### src/design/iwd_pkg.sv
// constants and types for the instruction word decoder and timing block
// Contract
// - each instruction is one 14-bit word holding opcode and all operands
// - opcodes sort into byte-oriented, bit-oriented and literal/control classes
// - every instruction takes one instruction cycle unless listed below
// - both subroutine invocation forms take two instruction cycles
// - subroutine return, return with literal and interrupt exit take two cycles
// - jumps cost two cycles; bit-test skips and step-and-skip instructions cost two only when they skip
// - indirect access while pointer addresses program memory adds one cycle
// - one instruction cycle is four oscillator clocks
// - file register instructions read, modify, then store; read always happens
// - destination bit 0 writes accumulator, 1 writes the file register
// - register address selects file register 0x00 to 0x7F in current bank
// - bit number selects one bit of the 8-bit file register
// - don't-care opcode bits never change decoding
// - pointer number selects indirect pointer or access port 0 or 1
// - two-bit mode picks pre/post increment/decrement of the pointer
// - byte class: opcode 13..8, destination bit 7, address 6..0
// - bit class: bit index 9..7, address 6..0
// - jump and invoke carry 11-bit target in bits 10..0
// - decrement-skip takes one cycle without skip, two with skip
package iwd_pkg;
  localparam int WORD_W = 14;
  localparam int PHASES = 4;
  localparam logic [1:0] LAST_PHASE = 2'h3;
  localparam logic [1:0] READ_PHASE = 2'h1;
  localparam logic [1:0] CYC_ONE = 2'h1;
  localparam logic [1:0] CYC_TWO = 2'h2;
  // opcode match values and masks, masked-off bits are don't-care
  localparam logic [13:0] OP_INVOKE = 14'h2000;
  localparam logic [13:0] OP_JUMP = 14'h2800;
  localparam logic [13:0] MSK_K11 = 14'h3800;
  localparam logic [13:0] OP_SUB_EXIT = 14'h0008;
  localparam logic [13:0] OP_INT_EXIT = 14'h0009;
  localparam logic [13:0] OP_INVOKE_ACC = 14'h000a;
  localparam logic [13:0] OP_ACC_JUMP = 14'h000b;
  localparam logic [13:0] MSK_FULL = 14'h3fff;
  localparam logic [13:0] OP_EXIT_LIT = 14'h3400;
  localparam logic [13:0] MSK_HI6 = 14'h3f00;
  localparam logic [13:0] OP_REL_JUMP = 14'h3200;
  localparam logic [13:0] MSK_K9 = 14'h3e00;
  localparam logic [13:0] OP_SKIP_LOW = 14'h1800;
  localparam logic [13:0] OP_SKIP_HIGH = 14'h1c00;
  localparam logic [13:0] OP_BIT_WRITE = 14'h1000;
  localparam logic [13:0] MSK_BIT_OP = 14'h3c00;
  localparam logic [13:0] MSK_BIT_WR = 14'h3800;
  localparam logic [13:0] OP_DEC_SKIP = 14'h0b00;
  localparam logic [13:0] OP_INC_SKIP = 14'h0f00;
  localparam logic [13:0] OP_PTR_READ = 14'h0010;
  localparam logic [13:0] OP_PTR_WRITE = 14'h0018;
  localparam logic [13:0] MSK_PTR_MODE = 14'h3ff8;
  localparam logic [13:0] OP_MOVE_TO_F = 14'h0080;
  localparam logic [13:0] MSK_MOVE_TO_F = 14'h3f80;
  localparam logic [5:0] INDIRECT_PORT_HI = 6'h00;

  typedef enum logic [1:0] {
    IWD_CLS_BYTE = 2'b00,
    IWD_CLS_BIT = 2'b01,
    IWD_CLS_LITCTL = 2'b10
  } iwd_class_t;

  typedef enum logic [1:0] {
    IWD_PRE_INC = 2'b00,
    IWD_PRE_DEC = 2'b01,
    IWD_POST_INC = 2'b10,
    IWD_POST_DEC = 2'b11
  } iwd_mode_t;

  typedef struct packed {
    iwd_class_t cls;
    logic dest_file;
    logic [6:0] reg_addr;
    logic [2:0] bit_idx;
    logic ptr_num;
    iwd_mode_t upd_mode;
    logic [10:0] target;
  } iwd_fields_t;
endpackage : iwd_pkg

### src/design/iwd_decoder.sv
// instruction word decode, read-modify-write strobes and cycle timing
`timescale 1ns/1ps
module iwd_decoder (
  // clock and reset
  input wire logic sys_clk,
  input wire logic nrst,
  // instruction word from program memory
  input wire logic [13:0] instr_word,
  input wire logic instr_valid,
  output logic instr_ready,
  // execution status from the core
  input wire logic skip_cond,
  input wire logic [1:0] ptr_in_prog_mem,
  // decoded fields and timing
  output iwd_pkg::iwd_fields_t fields_o,
  output logic [1:0] cycle_count_o,
  output logic [1:0] phase_o,
  output logic busy_o,
  output logic instr_done,
  // register file strobes
  output logic rf_rd_en,
  output logic rf_wr_en,
  output logic acc_wr_en
);
  typedef enum logic {
    IWD_IDLE = 1'b0,
    IWD_EXEC = 1'b1
  } iwd_state_t;

  iwd_state_t state_q;
  logic [1:0] phase_q;
  logic [1:0] cyc_q;
  logic [1:0] total_q;
  logic [1:0] eff_total;
  iwd_pkg::iwd_fields_t fields_q;
  iwd_pkg::iwd_fields_t fields_d;
  logic skip_q;
  logic ind_q;
  logic file_q;
  logic wr_file_q;
  logic wr_acc_q;
  logic accept;
  logic last;
  logic is_byte;
  logic is_bit;
  logic is_two;
  logic is_skip;
  logic is_ptr_op;
  logic is_bit_wr;
  logic is_move_f;
  logic ind_ptr;
  logic ind_hit;
  logic [1:0] base_cyc;

  function automatic logic op_is(input logic [13:0] w, input logic [13:0] v,
                                 input logic [13:0] m);
    op_is = (w & m) == v;
  endfunction : op_is

  // classification
  always_comb begin
    is_bit = instr_word[13:12] == 2'b01;
    is_byte = (instr_word[13:12] == 2'b00 && (instr_word[11:8] != 4'h0 || instr_word[7]))
      || (instr_word[13:12] == 2'b11
      && (instr_word[11:8] == 4'h5 || instr_word[11:8] == 4'h6 || instr_word[11:8] == 4'h7
      || instr_word[11:8] == 4'hb || instr_word[11:8] == 4'hd));
    is_two = op_is(instr_word, iwd_pkg::OP_INVOKE, iwd_pkg::MSK_K11)
      || op_is(instr_word, iwd_pkg::OP_INVOKE_ACC, iwd_pkg::MSK_FULL)
      || op_is(instr_word, iwd_pkg::OP_SUB_EXIT, iwd_pkg::MSK_FULL)
      || op_is(instr_word, iwd_pkg::OP_INT_EXIT, iwd_pkg::MSK_FULL)
      || op_is(instr_word, iwd_pkg::OP_EXIT_LIT, iwd_pkg::MSK_HI6)
      || op_is(instr_word, iwd_pkg::OP_JUMP, iwd_pkg::MSK_K11)
      || op_is(instr_word, iwd_pkg::OP_REL_JUMP, iwd_pkg::MSK_K9)
      || op_is(instr_word, iwd_pkg::OP_ACC_JUMP, iwd_pkg::MSK_FULL);
    is_skip = op_is(instr_word, iwd_pkg::OP_SKIP_LOW, iwd_pkg::MSK_BIT_OP)
      || op_is(instr_word, iwd_pkg::OP_SKIP_HIGH, iwd_pkg::MSK_BIT_OP)
      || op_is(instr_word, iwd_pkg::OP_DEC_SKIP, iwd_pkg::MSK_HI6)
      || op_is(instr_word, iwd_pkg::OP_INC_SKIP, iwd_pkg::MSK_HI6);
    is_ptr_op = op_is(instr_word, iwd_pkg::OP_PTR_READ, iwd_pkg::MSK_PTR_MODE)
      || op_is(instr_word, iwd_pkg::OP_PTR_WRITE, iwd_pkg::MSK_PTR_MODE);
    is_bit_wr = op_is(instr_word, iwd_pkg::OP_BIT_WRITE, iwd_pkg::MSK_BIT_WR);
    is_move_f = op_is(instr_word, iwd_pkg::OP_MOVE_TO_F, iwd_pkg::MSK_MOVE_TO_F);
    ind_ptr = is_ptr_op ? instr_word[2] : instr_word[0];
    ind_hit = (is_ptr_op || ((is_byte || is_bit)
      && instr_word[6:1] == iwd_pkg::INDIRECT_PORT_HI)) && ptr_in_prog_mem[ind_ptr];
    base_cyc = is_two ? iwd_pkg::CYC_TWO : iwd_pkg::CYC_ONE;
  end

  // field extraction
  always_comb begin
    fields_d = '0;
    fields_d.cls = is_bit ? iwd_pkg::IWD_CLS_BIT
      : (is_byte ? iwd_pkg::IWD_CLS_BYTE : iwd_pkg::IWD_CLS_LITCTL);
    fields_d.dest_file = is_byte ? (instr_word[7] || is_move_f) : is_bit_wr;
    fields_d.reg_addr = instr_word[6:0];
    fields_d.bit_idx = instr_word[9:7];
    fields_d.ptr_num = ind_ptr;
    fields_d.upd_mode = iwd_pkg::iwd_mode_t'(instr_word[1:0]);
    fields_d.target = instr_word[10:0];
  end

  // handshake and end of instruction
  always_comb begin
    eff_total = total_q;
    if (skip_q && skip_cond && cyc_q == 2'h0) begin
      eff_total = total_q + 2'h1;
    end
    last = state_q == IWD_EXEC && phase_q == iwd_pkg::LAST_PHASE
      && cyc_q == eff_total - 2'h1;
  end
  assign instr_ready = state_q == IWD_IDLE || last;
  assign accept = instr_valid && instr_ready;

  // state
  always_ff @(posedge sys_clk or negedge nrst) begin
    if (!nrst) begin
      state_q <= IWD_IDLE;
    end else if (accept) begin
      state_q <= IWD_EXEC;
    end else if (last) begin
      state_q <= IWD_IDLE;
    end
  end

  // oscillator phase and instruction cycle counters
  always_ff @(posedge sys_clk or negedge nrst) begin
    if (!nrst) begin
      phase_q <= 2'h0;
      cyc_q <= 2'h0;
    end else if (accept || state_q == IWD_IDLE) begin
      phase_q <= 2'h0;
      cyc_q <= 2'h0;
    end else begin
      phase_q <= phase_q + 2'h1;
      if (phase_q == iwd_pkg::LAST_PHASE) begin
        cyc_q <= cyc_q + 2'h1;
      end
    end
  end

  // cycle cost
  always_ff @(posedge sys_clk or negedge nrst) begin
    if (!nrst) begin
      total_q <= iwd_pkg::CYC_ONE;
    end else if (accept) begin
      total_q <= base_cyc + {1'b0, ind_hit};
    end else if (state_q == IWD_EXEC && phase_q == iwd_pkg::LAST_PHASE) begin
      total_q <= eff_total;
    end
  end

  // latched decode
  always_ff @(posedge sys_clk or negedge nrst) begin
    if (!nrst) begin
      fields_q <= '0;
      skip_q <= 1'b0;
      ind_q <= 1'b0;
      file_q <= 1'b0;
      wr_file_q <= 1'b0;
      wr_acc_q <= 1'b0;
    end else if (accept) begin
      fields_q <= fields_d;
      skip_q <= is_skip;
      ind_q <= ind_hit;
      file_q <= is_byte || is_bit;
      wr_file_q <= (is_byte || is_bit) && fields_d.dest_file;
      wr_acc_q <= is_byte && !fields_d.dest_file;
    end
  end

  // read in phase 1, store in phase 3 of the first cycle
  assign rf_rd_en = state_q == IWD_EXEC && cyc_q == 2'h0
    && phase_q == iwd_pkg::READ_PHASE && file_q;
  assign rf_wr_en = state_q == IWD_EXEC && cyc_q == 2'h0
    && phase_q == iwd_pkg::LAST_PHASE && wr_file_q;
  assign acc_wr_en = state_q == IWD_EXEC && cyc_q == 2'h0
    && phase_q == iwd_pkg::LAST_PHASE && wr_acc_q;
  assign fields_o = fields_q;
  assign cycle_count_o = total_q;
  assign phase_o = phase_q;
  assign busy_o = state_q == IWD_EXEC;
  assign instr_done = last;

  a_quarter_rate: assert property (@(posedge sys_clk) disable iff (!nrst)
    (busy_o && phase_q == 2'h0 && !accept) |-> ##3 (phase_q == 2'h3))
    else $error("instruction cycle is not four clocks");
  a_single_cycle: assert property (@(posedge sys_clk) disable iff (!nrst)
    (accept && !is_two && !is_skip && !ind_hit) |=> (!instr_done)[*3] ##1 instr_done)
    else $error("plain instruction not one cycle");
  a_two_cycle: assert property (@(posedge sys_clk) disable iff (!nrst)
    (accept && is_two && !ind_hit) |=> (!instr_done)[*7] ##1 instr_done)
    else $error("branch or return not two cycles");
  a_indirect_extra: assert property (@(posedge sys_clk) disable iff (!nrst)
    (busy_o && cyc_q == 2'h0 && phase_q == 2'h3 && skip_q && skip_cond && ind_q)
    |-> !instr_done ##8 instr_done)
    else $error("indirect extra cycle missing");
  a_indirect_plain: assert property (@(posedge sys_clk) disable iff (!nrst)
    (accept && !is_two && !is_skip && ind_hit) |=> (!instr_done)[*7] ##1 instr_done)
    else $error("indirect access not two cycles");
  a_skip_taken: assert property (@(posedge sys_clk) disable iff (!nrst)
    (busy_o && cyc_q == 2'h0 && phase_q == 2'h3 && skip_q && skip_cond && !ind_q)
    |-> !instr_done ##4 instr_done)
    else $error("taken skip not two cycles");
  a_read_first: assert property (@(posedge sys_clk) disable iff (!nrst)
    rf_wr_en |-> $past(rf_rd_en, 2))
    else $error("file write without prior read");
  a_dest_excl: assert property (@(posedge sys_clk) disable iff (!nrst)
    acc_wr_en |-> (!rf_wr_en && !fields_o.dest_file && fields_o.cls == iwd_pkg::IWD_CLS_BYTE))
    else $error("destination select wrong");
  a_addr_field: assert property (@(posedge sys_clk) disable iff (!nrst)
    accept |=> (fields_o.reg_addr == $past(instr_word[6:0])
      && fields_o.bit_idx == $past(instr_word[9:7])))
    else $error("address or bit field wrong");
  a_target_field: assert property (@(posedge sys_clk) disable iff (!nrst)
    accept |=> fields_o.target == $past(instr_word[10:0]))
    else $error("jump target field wrong");
endmodule : iwd_decoder

### config.mk
export PLATFORM = sky130hd
export DESIGN_NAME = iwd_decoder
export DESIGN_NICKNAME = d
export VERILOG_FILES = /design/src/design/iwd_pkg.sv /design/src/design/iwd_decoder.sv
export SDC_FILE = /design/constraint.sdc
export NUM_CORES = 1
export LEC_CHECK = 0
export BUFFER_PORTS_ARGS = -buffer_cell sky130_fd_sc_hd__buf_2
export CAP_MARGIN = 20
export CORE_MARGIN = 2
export CORE_UTILIZATION = 40
export CTS_BUF_LIST = sky130_fd_sc_hd__clkbuf_2
export DETAILED_ROUTE_END_ITERATION = 16
export PLACE_DENSITY = 0.67
export SLEW_MARGIN = 20
export SYNTH_ARGS = -nofsm -noshare
export SYNTH_HDL_FRONTEND = slang
export SYNTH_SLANG_ARGS = --single-unit
### constraint.sdc
create_clock -name sys_clk -period 2.6 [get_ports sys_clk]
set_clock_uncertainty 0.15 [all_clocks]
set_input_delay 0 -clock sys_clk [delete_from_list [all_inputs] [get_ports sys_clk]]
set_output_delay 0 -clock sys_clk [all_outputs]
set_load 0.005 [all_outputs]
==> qor.log <==
qor: final_layout.nFillCells 340
qor: clock_network.tritoncts_num_sinks 26
qor: routing.dr_total_vias 1266
qor: floorplanning.die-width 66.36 um
qor: outcome.outcome completed
qor: critical_path.reg2regPathDepth 8
qor: floorplanning.floorplan.die.height 66.36 um
qor: final_layout.post-route-util 54.55%
qor: worst_hold_path.hold_path_startpoint ptr_in_prog_mem[0]
qor: routing.detailedRoute.firstIterationViolations 66
qor: final_layout.nNetsFinal 230
qor: pwr.cellLeakagePower 0.0009840 uW
qor: routing.drt_pass1_iterations 4
qor: sta.final_hold_viol_count 0
qor: clock_network.insertion_delay 0.34 ns
qor: grt.number_of_global_route_vias_before_repair 1282
qor: routing.drtAntennaViolNets 0
qor: critical_path.critical_path.reg2reg.startpoint cyc_q[0]$_DFFE_PN0P_
qor: critical_path.cp-end-kind flop
qor: critical_path.startpoint_class flop
qor: clock_network.root_buffer sky130_fd_sc_hd__clkbuf_2
qor: run.total_of_max_cap_violations 0
qor: routing.drt-wirelength-per-cell 13.39 um
qor: routing.number_of_vias_per_cell_after_detailed_routing 5.004
qor: final_layout.mostFrequentLayoutCells sky130_fd_sc_hd__buf_2 (56), sky130_fd_sc_hd__dfrtp_1 (25), sky130_fd_sc_hd__dlygate4sd3_1 (19)
qor: final_layout.post_route_cells_drive_above_1_share 40.00%
qor: synth.synthesis.nets 163
qor: synth.instance_count_of_the_mapped_netlist 139
qor: grt.overall_global_routing_usage 16.92%
qor: floorplanning.start_util 42.16%
qor: synth.yosys_register_bits 26
qor: clock_network.tritoncts done
qor: sta.final_min_period_over_clock_period 92.05%
qor: synth.number_of_flops_mapped_to_enable_cells_by_yosys 0
qor: critical_path.worstPathRequired 2.72 ns
qor: floorplanning.floorplan.die_area 0.004403 mm2
qor: grt.gr-total-overflow 0
qor: final_layout.antenna-diode-count 0
qor: synth.syn-mean-instance-area 11.19 um2
qor: placement.port-buffer-count 56
qor: worst_hold_path.hold_wc_path_type input pin to flop
qor: grt.grt_pass1_wl 5713 um
qor: placement.place_hpwl 2422 um
qor: grt.initial_antenna_violation_count 0
qor: synth.flip_flop_cell_with_the_highest_count_after_synthesis sky130_fd_sc_hd__dfrtp_1
qor: synth.synth.distinct_cells 39
qor: critical_path.critPathArrivalTime 2.51 ns
qor: final_layout.final_cells 253
qor: critical_path.path_class flop to flop
qor: floorplanning.rows 22
qor: sta.max_slew_margin 69.49%
qor: pwr.power.density_cell_area 937.7 mW/mm2
qor: final_layout.final_common_cell sky130_fd_sc_hd__buf_2
qor: critical_path.worst-r2r-setup-slack 0.21 ns
qor: sta.worst_pin_slew 0.4535 ns
qor: clock_network.clk_pin_slew_worst_paths 0.24 ns
qor: clock_network.clk_path_buf_depth 2
qor: final_layout.areaGrowthSynthToFinish 29.36%
qor: synth.yosys_warnings 0
qor: worst_hold_path.worstHoldEndpoint cycle_count_o[0]$_DFFE_PN1P_
qor: synth.yosysSeqAreaShare 41.91%
qor: clock_network.number_of_levels_in_the_clock_h_tree 1
qor: critical_path.critical_path.max_fanout 23
qor: sta.final-setup-viol-count 0
qor: clock_network.post-cts-setup-buffers 0
qor: grt.grt_start_max_net_pins 24
qor: sta.maxSlewViolCount 0
qor: placement.placed_cells_incl_taps 230
qor: sta.fin_hold_ws 0.01778 ns
qor: floorplanning.fp.coreArea 0.003689 mm2
qor: routing.drt_wl_total 3388 um
qor: pwr.vdd.ir_drop.worst 473.8 uV
qor: pwr.overall_power_of_the_completed_layout 1887 uW
qor: synth.synthesis.area 0.001555 mm2
qor: routing.route.detailed.drc 0
qor: sta.setup-tns-final 0 ns
qor: sta.timing.fmax 417.9 MHz
qor: floorplanning.num_io_pins 57
qor: critical_path.worst_reg2reg_endpoint fields_o[6]$_DFFE_PN0P_
qor: worst_hold_path.worst_hold_path.num_cells 5
qor: synth.synthArstFlopShare 100.0%
qor: sta.period_needed 2.393 ns
qor: clock_network.cts_buffers 3
qor: sta.grt_setup_unrepaired no
qor: placement.gpl.final_weighted_congestion 0.8119
## power by group
| part | switching (uW) | total [uW] | internal, uW | leakage [uW] |
|---|---|---|---|---|
| sequential | 158 | 759 | 601 | 0.000313 |
| clock | 118 | 152 | 33.4 | 0.0000140 |
| combinational | 427 | 976 | 548 | 0.000657 |
| total | 704 | 1890 | 1180 | 0.000984 |
## registers in the layout, indices dropped and copies added, names as in the netlist
name,flops
fields_o,15
wr_file_q,1
cyc_q,2
skip_q,1
file_q,1
busy_o,1
cycle_count_o,2
phase_o,2
wr_acc_q,1
## worst max-delay path by stage
stage | start | end | slack (ns) | depth (start not counted)
floorplan | cyc_q[0]$_DFFE_PN0P_ | fields_o[0]$_DFFE_PN0P_ | 0.41 | 8
finish | cyc_q[0]$_DFFE_PN0P_ | fields_o[6]$_DFFE_PN0P_ | 0.21 | 8
global placement | cyc_q[0]$_DFFE_PN0P_ | fields_o[5]$_DFFE_PN0P_ | 0.35 | 8
detailed placement | cyc_q[0]$_DFFE_PN0P_ | fields_o[6]$_DFFE_PN0P_ | 0.25 | 8
CTS | cyc_q[0]$_DFFE_PN0P_ | fields_o[5]$_DFFE_PN0P_ | 0.22 | 8
global route | cyc_q[0]$_DFFE_PN0P_ | fields_o[6]$_DFFE_PN0P_ | 0.11 | 8
## routing by layer
metal	GRT usage, %	up-vias	routed length, um
met5	0	-	0
met4	4.337	0	14
met3	2.726	2	178
met2	29.00	48	1673
met1	22.08	606	1523
li1	-	610	-
## per-stage QoR
step,setup WS (ns),area (um2)
finish,0.2068,2012
CTS,0.2180,2012
global placement,0.3546,1803
global route,0.1144,2012
detailed placement,0.2501,1803
floorplan,0.4088,1555
## what timing repair did
item                       CTS  global route
hold buffers                19             0
hold endpoints to repair    49             0
setup endpoints to repair    0             0
resized for setup            0             0
## final cells by class
type                    instances  area (um2)  share of cell area [%]
flip-flops and latches         26       651.9                   32.40
clock inverters                 1       3.754                  0.1866
inverters                      11       41.29                   2.052
well taps                      48       60.06                   2.985
multi-input cells              88       749.5                   37.25
clock buffers                   3       15.01                  0.7463
repair buffers                 76       490.5                   24.38
## synth_stat cells, drive strengths merged, types with 2 or more instances
master,number,area share [%]
a31o,2,1.1
nand3b,2,0.97
mux2,15,14
a21oi,6,2.9
xor2,3,2.2
ha,4,3.2
nand2b,3,1.2
inv,11,2.7
nand4b,2,2.1
buf,14,7.2
nor3,4,1.3
nor2,8,1.9
nand3,2,0.64
mux2i,9,5.8
o21a,2,0.97
nand2,7,1.7
o21ai,5,1.6
dfrtp,25,40
## kinds of logic (layout without fill, tap and decap cells)
group	Yosys count	count (layout)	synth area share (%)
muxes	24	24	19.55
adders and majority gates	4	4	3.218
xor gates and xnor gates	4	4	2.736
AOI/OAI and AO/OA	21	21	9.735
and+or+nand+nor	35	35	12.95
buffers and inverters	25	91	9.896
DFF	26	26	41.92
## worst max-delay path: stages (launching register included)
cell and delay (ns):
sky130_fd_sc_hd__dfrtp_1 0.46, sky130_fd_sc_hd__inv_1 0.10, sky130_fd_sc_hd__ha_1 0.26, sky130_fd_sc_hd__a31o_2 0.26, sky130_fd_sc_hd__mux2i_1 0.24, sky130_fd_sc_hd__a21oi_2 0.12, sky130_fd_sc_hd__a21oi_4 0.17, sky130_fd_sc_hd__buf_12 0.21
sky130_fd_sc_hd__mux2_2 0.35
Power figures use the tool's default switching activity.
